`config.mk`:
```
export PLATFORM = sky130hd
export DESIGN_NAME = dcrq_cfg
export DESIGN_NICKNAME = d
export VERILOG_FILES = /design/src/common/dcrq_pkg.sv /design/src/verilog/dcrq_cfg.sv
export VERILOG_INCLUDE_DIRS = /design/src /design/src/common
export SDC_FILE = /design/constraint.sdc
export NUM_CORES = 1
export LEC_CHECK = 0
export BUFFER_PORTS_ARGS = -buffer_cell sky130_fd_sc_hd__buf_2
export CORE_ASPECT_RATIO = 1.75
export CORE_MARGIN = 8
export CORE_UTILIZATION = 55
export DETAILED_ROUTE_END_ITERATION = 12
export GPL_ROUTABILITY_DRIVEN = 0
export PLACE_DENSITY = 0.93
export SYNTH_ARGS = -nofsm -noshare
export SYNTH_HDL_FRONTEND = slang
export SYNTH_SLANG_ARGS = --single-unit
```
`constraint.sdc`:
```
create_clock -name sys_clk_in -period 4.4 [get_ports sys_clk_in]
set_input_delay 0.66 -clock sys_clk_in [delete_from_list [all_inputs] [get_ports sys_clk_in]]
set_output_delay 0.66 -clock sys_clk_in [all_outputs]
set_load 0.005 [all_outputs]
```
`src/common/dcrq_cfg_regs.svh`:
```
// Register offsets, field positions and reset values of the config bank
`ifndef DCRQ_CFG_REGS_SVH
`define DCRQ_CFG_REGS_SVH
// Printed offsets are register indices; byte address is four times index
`define DCRQ_IDX_PHASE_OFF0 12'h033D
`define DCRQ_IDX_PHASE_OFF1 12'h033E
`define DCRQ_IDX_PHASE_OFF2 12'h033F
`define DCRQ_IDX_PHASE_OFF3 12'h0340
`define DCRQ_IDX_PHASE_OFF4 12'h0341
`define DCRQ_IDX_PHASE_OFF5 12'h0342
`define DCRQ_IDX_TEST_ROUTE 12'h0347
`define DCRQ_IDX_DECIM_CTRL 12'h041E
`define DCRQ_IDX_BW_MODE 12'h0420
`define DCRQ_IDX_TUNING 12'h0422
`define DCRQ_PHASE_BYTES 6
`define DCRQ_BIT_TEST_I 0
`define DCRQ_BIT_TEST_Q 2
`define DCRQ_BIT_DECIM_EN 0
`define DCRQ_BIT_DECIM_HP 7
`define DCRQ_DECIM_RW_MASK 8'hBF
`define DCRQ_BW_MODE_LSB 1
`define DCRQ_BW_MODE_MSB 3
`define DCRQ_BW_RW_MASK 8'h8E
`define DCRQ_TUNING_MASK 8'h3F
`define DCRQ_TEST_RW_MASK 8'h05
`define DCRQ_RESET_BYTE 8'h00
`endif

```
`src/common/dcrq_pkg.sv`:
```
// Types shared by the downconverter and requantizer config bank
package dcrq_pkg;
  typedef logic [7:0] dcrq_byte_t;
  typedef logic [11:0] dcrq_index_t;
  typedef enum logic [2:0] {
    DCRQ_BW_21PCT = 3'h0,
    DCRQ_BW_28PCT = 3'h1
  } dcrq_bw_e;
endpackage : dcrq_pkg

```
`src/verilog/dcrq_cfg.sv`:
```
// APB register bank for downconverter phase offset and requantizer setup
// Operation
// - Phase offset bytes 15:8 to 47:40 sit in five RW registers, reset zero.
// - Phase offset byte 7:0 sits in the register just before them.
// - Test bit 2 routes downconverter Q samples through B/D test block.
// - Test bit 0 routes downconverter I samples through A/C test block.
// - Decimation control bit 7 chooses low-pass (0) or high-pass (1).
// - Decimation control bit 0 enables the decimate-by-2 stage, reset off.
// - Three-bit bandwidth mode and six-bit tuning word, both reset zero.
`timescale 1ns/10ps
`default_nettype none
`include "dcrq_cfg_regs.svh"

module dcrq_cfg (
  input wire logic sys_clk_in, // 100 MHz clock
  input wire logic rst_in, // Synchronous reset, active high
  input wire logic psel_in, // APB select
  input wire logic penable_in, // APB access phase
  input wire logic pwrite_in, // APB write
  input wire logic [15:0] paddr_in, // APB byte address
  input wire logic [31:0] pwdata_in, // APB write data
  output logic [31:0] prdata_out, // APB read data
  output logic pready_out, // APB ready
  output logic pslverr_out, // APB error on unmapped address
  output logic [47:0] phase_offset_out, // Downconverter NCO phase offset
  output logic test_route_i_out, // I samples through A/C test block
  output logic test_route_q_out, // Q samples through B/D test block
  output logic decim_enable_out, // Requantizer decimate-by-2 on
  output logic decim_high_pass_out, // 1 high-pass, 0 low-pass
  output dcrq_pkg::dcrq_bw_e bw_mode_out, // Requantizer bandwidth mode
  output logic [5:0] tuning_word_out // Requantizer tuning word
);
  import dcrq_pkg::*;

  dcrq_byte_t phase_reg [`DCRQ_PHASE_BYTES];
  dcrq_byte_t test_reg;
  dcrq_byte_t decim_reg;
  dcrq_byte_t bw_reg;
  dcrq_byte_t tuning_reg;
  dcrq_index_t idx;
  logic aligned;
  logic setup;
  logic wr_ok;
  logic hit;
  logic [2:0] phase_sel;
  logic phase_hit;
  dcrq_byte_t rd_byte;
  dcrq_byte_t wbyte;

  // Decode index from word address; misaligned bytes are treated unmapped
  assign idx = paddr_in[13:2];
  assign aligned = (paddr_in[1:0] == 2'h0) && (paddr_in[15:14] == 2'h0);
  assign setup = psel_in && !penable_in;
  assign wbyte = pwdata_in[7:0];
  assign phase_hit = aligned && idx >= `DCRQ_IDX_PHASE_OFF0
    && idx <= `DCRQ_IDX_PHASE_OFF5;
  assign phase_sel = 3'(idx - `DCRQ_IDX_PHASE_OFF0);

  // Read mux; reserved bits read zero
  always_comb begin
    rd_byte = `DCRQ_RESET_BYTE;
    hit = 1'b1;
    if (phase_hit) begin
      rd_byte = phase_reg[phase_sel];
    end else if (aligned && idx == `DCRQ_IDX_TEST_ROUTE) begin
      rd_byte = test_reg;
    end else if (aligned && idx == `DCRQ_IDX_DECIM_CTRL) begin
      rd_byte = decim_reg;
    end else if (aligned && idx == `DCRQ_IDX_BW_MODE) begin
      rd_byte = bw_reg;
    end else if (aligned && idx == `DCRQ_IDX_TUNING) begin
      rd_byte = tuning_reg;
    end else begin
      hit = 1'b0;
    end
  end

  // Zero-wait answer: pready rises in the access phase of each transfer
  always_ff @(posedge sys_clk_in) begin
    if (rst_in) begin
      pready_out <= 1'b0;
      pslverr_out <= 1'b0;
      prdata_out <= 32'h0000_0000;
    end else begin
      pready_out <= setup;
      pslverr_out <= setup && !hit;
      if (setup && !pwrite_in) begin
        prdata_out <= {24'h00_0000, rd_byte};
      end
    end
  end

  // Write commits at the access edge where pready is seen high
  assign wr_ok = psel_in && penable_in && pready_out && pwrite_in;

  always_ff @(posedge sys_clk_in) begin
    if (rst_in) begin
      for (int i = 0; i < `DCRQ_PHASE_BYTES; i++) begin
        phase_reg[i] <= `DCRQ_RESET_BYTE;
      end
    end else if (wr_ok && phase_hit) begin
      phase_reg[phase_sel] <= wbyte;
    end
  end

  // Test routing register, only bits 2 and 0 writable
  always_ff @(posedge sys_clk_in) begin
    if (rst_in) begin
      test_reg <= `DCRQ_RESET_BYTE;
    end else if (wr_ok && aligned && idx == `DCRQ_IDX_TEST_ROUTE) begin
      test_reg <= wbyte & `DCRQ_TEST_RW_MASK;
    end
  end

  // Decimation control; bit 6 is read-only zero
  always_ff @(posedge sys_clk_in) begin
    if (rst_in) begin
      decim_reg <= `DCRQ_RESET_BYTE;
    end else if (wr_ok && aligned && idx == `DCRQ_IDX_DECIM_CTRL) begin
      decim_reg <= wbyte & `DCRQ_DECIM_RW_MASK;
    end
  end

  always_ff @(posedge sys_clk_in) begin
    if (rst_in) begin
      bw_reg <= `DCRQ_RESET_BYTE;
      tuning_reg <= `DCRQ_RESET_BYTE;
    end else if (wr_ok && aligned) begin
      if (idx == `DCRQ_IDX_BW_MODE) begin
        bw_reg <= wbyte & `DCRQ_BW_RW_MASK;
      end
      if (idx == `DCRQ_IDX_TUNING) begin
        tuning_reg <= wbyte & `DCRQ_TUNING_MASK;
      end
    end
  end

  // Datapath-facing fields, registered so outputs come from flops
  always_ff @(posedge sys_clk_in) begin
    if (rst_in) begin
      phase_offset_out <= 48'h0000_0000_0000;
      test_route_i_out <= 1'b0;
      test_route_q_out <= 1'b0;
      decim_enable_out <= 1'b0;
      decim_high_pass_out <= 1'b0;
      bw_mode_out <= DCRQ_BW_21PCT;
      tuning_word_out <= 6'h00;
    end else begin
      // Assemble the 48-bit offset, high byte first, phase_reg[0] in bits 7:0
      phase_offset_out <= {phase_reg[5], phase_reg[4], phase_reg[3],
                           phase_reg[2], phase_reg[1], phase_reg[0]};
      test_route_i_out <= test_reg[`DCRQ_BIT_TEST_I];
      test_route_q_out <= test_reg[`DCRQ_BIT_TEST_Q];
      decim_enable_out <= decim_reg[`DCRQ_BIT_DECIM_EN];
      decim_high_pass_out <= decim_reg[`DCRQ_BIT_DECIM_HP];
      bw_mode_out <= dcrq_bw_e'(bw_reg[`DCRQ_BW_MODE_MSB:`DCRQ_BW_MODE_LSB]);
      tuning_word_out <= tuning_reg[5:0];
    end
  end

  // Assertions
  // Low byte lands
  a_phase_low_byte: assert property (
    @(posedge sys_clk_in) disable iff (rst_in)
    wr_ok && aligned && idx == `DCRQ_IDX_PHASE_OFF0
    |=> ##1 phase_offset_out[7:0] == $past(wbyte, 2))
    else $error("phase low byte not stored");

  a_phase_high_byte: assert property (
    @(posedge sys_clk_in) disable iff (rst_in)
    wr_ok && aligned && idx == `DCRQ_IDX_PHASE_OFF5
    |=> ##1 phase_offset_out[47:40] == $past(wbyte, 2))
    else $error("phase high byte not stored");

  a_route_q_bit: assert property (
    @(posedge sys_clk_in) disable iff (rst_in)
    wr_ok && aligned && idx == `DCRQ_IDX_TEST_ROUTE
    |=> ##1 test_route_q_out == $past(wbyte[2], 2))
    else $error("Q routing wrong");

  a_route_i_bit: assert property (
    @(posedge sys_clk_in) disable iff (rst_in)
    wr_ok && aligned && idx == `DCRQ_IDX_TEST_ROUTE
    |=> ##1 test_route_i_out == $past(wbyte[0], 2))
    else $error("I routing wrong");

  a_filter_select: assert property (
    @(posedge sys_clk_in) disable iff (rst_in)
    wr_ok && aligned && idx == `DCRQ_IDX_DECIM_CTRL
    |=> ##1 decim_high_pass_out == $past(wbyte[7], 2))
    else $error("filter response wrong");

  a_decim_enable: assert property (
    @(posedge sys_clk_in) disable iff (rst_in)
    wr_ok && aligned && idx == `DCRQ_IDX_DECIM_CTRL
    |=> ##1 decim_enable_out == $past(wbyte[0], 2))
    else $error("decimator enable wrong");

  a_bw_mode_field: assert property (
    @(posedge sys_clk_in) disable iff (rst_in)
    wr_ok && aligned && idx == `DCRQ_IDX_BW_MODE
    |=> ##1 bw_mode_out == $past(wbyte[3:1], 2))
    else $error("bandwidth mode wrong");

  a_tuning_field: assert property (
    @(posedge sys_clk_in) disable iff (rst_in)
    wr_ok && aligned && idx == `DCRQ_IDX_TUNING
    |=> ##1 tuning_word_out == $past(wbyte[5:0], 2))
    else $error("tuning word wrong");

  a_reset_clear: assert property (
    @(posedge sys_clk_in)
    rst_in |=> ##1 phase_offset_out == 48'h0000_0000_0000
    && !decim_enable_out)
    else $error("fields not cleared by reset");

  // Ready is a one-cycle pulse
  a_ready_timing: assert property (
    @(posedge sys_clk_in) disable iff (rst_in)
    setup |=> pready_out ##1 !pready_out)
    else $error("pready not single cycle");

  // No ready without a setup phase
  a_ready_idle: assert property (
    @(posedge sys_clk_in) disable iff (rst_in)
    !setup |=> !pready_out)
    else $error("pready without setup");

  // Unmapped or misaligned access flags an error
  a_err_unmapped: assert property (
    @(posedge sys_clk_in) disable iff (rst_in)
    setup && !hit |=> pready_out && pslverr_out)
    else $error("no error on unmapped access");

  // Mapped access never flags an error
  a_err_mapped: assert property (
    @(posedge sys_clk_in) disable iff (rst_in)
    setup && hit |=> !pslverr_out)
    else $error("error on mapped access");

  // Only the low byte of read data carries a register
  a_read_upper_zero: assert property (
    @(posedge sys_clk_in) disable iff (rst_in)
    setup && !pwrite_in |=> prdata_out[31:8] == 24'h00_0000)
    else $error("read data upper bits set");

  // Unmapped reads return zero
  a_read_unmapped_zero: assert property (
    @(posedge sys_clk_in) disable iff (rst_in)
    setup && !pwrite_in && !hit |=> prdata_out == 32'h0000_0000)
    else $error("unmapped read not zero");

  a_misalign_ignored: assert property (
    @(posedge sys_clk_in) disable iff (rst_in)
    wr_ok && !aligned |=> ##1 $stable(phase_offset_out))
    else $error("misaligned write changed offset");

  a_route_reserved: assert property (
    @(posedge sys_clk_in) disable iff (rst_in)
    setup && !pwrite_in && aligned && idx == `DCRQ_IDX_TEST_ROUTE
    |=> (prdata_out[7:0] & ~`DCRQ_TEST_RW_MASK) == 8'h00)
    else $error("reserved routing bits not zero");

  // Bit 6 of decimation control reads zero
  a_decim_ro_bit: assert property (
    @(posedge sys_clk_in) disable iff (rst_in)
    setup && !pwrite_in && aligned && idx == `DCRQ_IDX_DECIM_CTRL
    |=> !prdata_out[6])
    else $error("read-only decimation bit set");

  a_bw_reserved: assert property (
    @(posedge sys_clk_in) disable iff (rst_in)
    setup && !pwrite_in && aligned && idx == `DCRQ_IDX_BW_MODE
    |=> (prdata_out[7:0] & ~`DCRQ_BW_RW_MASK) == 8'h00)
    else $error("reserved mode bits not zero");

  a_tuning_reserved: assert property (
    @(posedge sys_clk_in) disable iff (rst_in)
    setup && !pwrite_in && aligned && idx == `DCRQ_IDX_TUNING
    |=> prdata_out[7:6] == 2'h0)
    else $error("upper tuning bits not zero");

  // Mode and tuning cleared by reset
  a_reset_requant: assert property (
    @(posedge sys_clk_in)
    rst_in |=> ##1 tuning_word_out == 6'h00
    && bw_mode_out == DCRQ_BW_21PCT)
    else $error("requantizer fields not cleared");

  // Routing and filter choice cleared by reset
  a_reset_routing: assert property (
    @(posedge sys_clk_in)
    rst_in |=> ##1 !test_route_i_out && !test_route_q_out
    && !decim_high_pass_out)
    else $error("routing not cleared by reset");

  // Covers
  c_phase_write: cover property (@(posedge sys_clk_in) wr_ok && phase_hit);
  c_decim_on: cover property (@(posedge sys_clk_in) $rose(decim_enable_out));
  c_bad_addr: cover property (@(posedge sys_clk_in) pslverr_out);
  c_misalign_write: cover property (@(posedge sys_clk_in) wr_ok && !aligned);
  c_read: cover property (@(posedge sys_clk_in)
    pready_out && !pwrite_in && psel_in);
endmodule // dcrq_cfg
`default_nettype wire

```
==> flow_metrics.tcl <==
set metrics [dict create \
    slew_viol_final 0 \
    worstSetupStartpointType "primary input" \
    grt_antenna_before_repair 0 \
    floorplan.die.height_microns 156 \
    rrSetupSlack_ps 2080 \
    initial_core_util_pct 55.9 \
    clock_skew_ps 10.5 \
    root_buffer "clkbuf_16" \
    placementRows 51 \
    critPathMaxStageDelay_ps 420 \
    grt_use_total_pct 21.7 \
    first_global_vias 4585 \
    dpl_cell_area_sq_um 6650 \
    path_max_fanout 9 \
    final.min_clock_period_ps 2960 \
    post_route_clock_period_utilization_pct 67.2 \
    status "finished clean" \
    r2r_start "pready_out" \
    post_synth_num_cell_types 57 \
    drtIter0Drc 385 \
    min_from "phase_reg[1][7]" \
    worst_slew_margin_rel_pct 19.4 \
    cts_htree_levels 4 \
    core_outline_area_sq_um 11000 \
    die_w_microns 96.1 \
    seq_area_frac_synth_pct 60.3 \
    timing.critical_path.required_ps 4470 \
    synth-edff-count 64 \
    postSynth.topFlopCell "dfxtp_1" \
    avgViaCountPerCell 5.74 \
    timing_worst_slew_pin_value_ps 1200 \
    grt_pass1_wl_microns 24000 \
    cts_tree "built" \
    worstPathBufferInverterCount 3 \
    routed_wirelength_microns 15500 \
    insertedDiodeCount 0 \
    worst_ep_arrival_time_ps 3030 \
    cts.path.max_buffers 2 \
    via_count 4288 \
    synthArstFlopShare_pct 0 \
    netlist_instances 503 \
    grt_max_degree 56 \
    route.antenna.remaining_nets 0 \
    path_delay_family "compound AO/OA/AOI/OAI gates" \
    timing.critical_path.to_type "flip-flop" \
    global_route.overflow_total 0 \
    power.density_nw_per_um2 419 \
    cts_buffers 17 \
    synth_warnings 0 \
    finalSetupTns_ps 0 \
    largest_register_ff_count 64 \
    finalSetupViolations 0 \
    cts.repair_timing.setup_buffer_count 0 \
    clock_pin_slew_reported_for_the_worst_setup_and_hold_paths_after_clock_tree_synthesis_ps 60 \
    clock-sinks 154 \
    path_common_cell "inv_1" \
    leakagePower_nw 3.10 \
    layout-drive-gt1-share_pct 27.5 \
    synth_area_per_cell_sq_um 12.3 \
    drv.max_cap_violation_count 0 \
    synth.cell_area_sq_um 6170 \
    fp.dieArea_sq_um 15000 \
    regToRegEndpoint "phase_reg[3][2]" \
    max-vdd-ir-drop_v 0.000387 \
    hold_violations 0 \
    min_path_type "flip-flop to flip-flop" \
    rr_worst_depth 4 \
    hpwl_microns 11200 \
    min_path_cells 1 \
    finalNetCount 660 \
    worstPathCellList "buf_2 > inv_1 > ha_1 > inv_1 > a211o_4 > a211oi_4 > nand4_2 > nand2b_1" \
    timing.fmax_mhz 338 \
    min_to "phase_offset_out[15]" \
    timing.critical_path.slowest_stage_cell "a211oi_4" \
    remaining_drc_errors 0 \
    wl_per_cell_microns 20.7 \
    firstDrtPassIters 5 \
    cts-hold-fix-buffers 0 \
    timing.setup.critical_path_class "primary input to flip-flop" \
    placement.io_buffers 99 \
    ys_ff_latch 154 \
    grt_setup_unrepaired "false" \
    layout.cell_area.non_filler_sq_um 7180 \
    ioPinCount 148 \
    post_cts_resized 0 \
    syn2layout_area_growth_pct 16.4 \
    clock_latency_ps 410 \
]
## cell usage in the layout, fill, tap and decap left out, types with 3 or more instances in the layout
master / synthesis / routed
a21oi_1: 3 / 3
clkinv_1: 0 / 3
mux4_2: 15 / 15
dfxtp_1: 90 / 90
o21ai_0: 4 / 4
a222oi_1: 3 / 3
nor2b_1: 61 / 61
and2_1: 19 / 19
buf_4: 24 / 4
nor2_1: 50 / 50
a311oi_1: 5 / 5
clkinv_4: 0 / 4
nand3_1: 4 / 4
nand2_1: 41 / 41
mux2i_1: 19 / 19
clkbuf_16: 0 / 17
buf_2: 2 / 99
nand4_1: 3 / 3
clkbuf_1: 16 / 3
nor3_1: 5 / 5
conb_1: 1 / 24
ha_1: 5 / 5
and2_2: 6 / 6
nand2b_1: 3 / 3
clkinv_2: 0 / 3
nor4_1: 3 / 3
edfxtp_1: 64 / 64
inv_1: 12 / 12
## stage by stage
stage               total power [mW]  setup slack [ps]  instances  utilization (%)  hold WS (ps)
floorplan                       1.66              1540        526                -           450
global placement                1.71              1180        715             60.2           465
detailed placement              1.71              1100        715             60.2           474
CTS                             3.01              1520        747             65.1           488
global route                    3.08              1330        747             65.1           503
finish                          3.01              1440        747             65.1           493
## area by class of cell
type	count	area, sq um
tap	132	165
multi-input combinational	314	2190
clock inverter	12	100
fill	795	3860
inverter	12	45.0
sequential	154	3720
timing repair buffer	103	526
clock buffer	20	437
## layer usage
metal / vias to the layer above / GRT usage [%] / wire (microns)
li1: 1898 / - / -
met1: 2025 / 20.5 / 4900
met2: 283 / 37.4 / 8180
met3: 82 / 6.41 / 1350
met4: 0 / 16.7 / 1070
met5: - / 0 / 0
## power by group
| group | internal (mW) | switching, mW | leakage [nW] | total [mW] |
|---|---|---|---|---|
| registers | 1.51 | 0.0115 | 1.44 | 1.52 |
| clock network | 0.773 | 0.546 | 0.265 | 1.32 |
| logic | 0.0610 | 0.108 | 1.40 | 0.169 |
## synth_stat cells (2+ instances only)
| master | number | area share [%] |
|---|---|---|
| nor3_1 | 5 | 0.41 |
| o21ai_0 | 4 | 0.32 |
| nand3_1 | 4 | 0.32 |
| and2_1 | 19 | 1.9 |
| clkbuf_1 | 16 | 0.97 |
| clkbuf_8 | 3 | 0.67 |
| a222oi_1 | 3 | 0.49 |
| and3_1 | 2 | 0.20 |
| dfxtp_1 | 90 | 29 |
| mux2i_1 | 19 | 3.1 |
| nand2_1 | 41 | 2.5 |
| nand4_1 | 3 | 0.30 |
| nor2b_1 | 61 | 6.2 |
| nand4_2 | 2 | 0.41 |
| ha_1 | 5 | 1.0 |
| buf_2 | 2 | 0.16 |
| a211oi_1 | 2 | 0.24 |
| and2_2 | 6 | 0.73 |
| buf_4 | 24 | 2.9 |
| nand3b_1 | 2 | 0.24 |
| or4b_4 | 2 | 0.45 |
| nor2_1 | 50 | 3.0 |
| a22oi_1 | 2 | 0.24 |
| mux4_2 | 15 | 5.5 |
| nor4_1 | 3 | 0.30 |
| inv_1 | 12 | 0.73 |
| a311oi_1 | 5 | 0.71 |
| a32oi_1 | 2 | 0.28 |
| and4_2 | 2 | 0.32 |
| a21oi_1 | 3 | 0.24 |
| edfxtp_1 | 64 | 31 |
| nand2b_1 | 3 | 0.30 |
| nand4b_1 | 2 | 0.28 |
| a31o_2 | 2 | 0.28 |
## kinds of logic after synthesis
family                     Yosys count  synth area share, %
buffers and inverters               58                 5.64
AOI/OAI and AO/OA                   28                 4.18
muxes                               34                 8.55
and+or+nand+nor                    221                 19.9
DFF                                154                 60.3
xor gates and xnor gates             2                0.284
other                                1               0.0608
adders and majority gates            5                 1.01
## worst max-delay path by stage
stage / startpoint / endpoint / slack, ps / cells past startpoint
3_5_place_dp: paddr_in[2] / phase_reg[3][2] / 1100 / 8
3_3_place_gp: paddr_in[2] / phase_reg[3][0] / 1180 / 8
2_1_floorplan: paddr_in[2] / phase_reg[2][0] / 1540 / 8
5_1_grt: paddr_in[2] / phase_reg[3][2] / 1330 / 8
6_report: paddr_in[2] / phase_reg[3][2] / 1440 / 8
4_1_cts: paddr_in[2] / phase_reg[3][2] / 1520 / 8
Note: power is estimated with default switching activity, not from simulation.
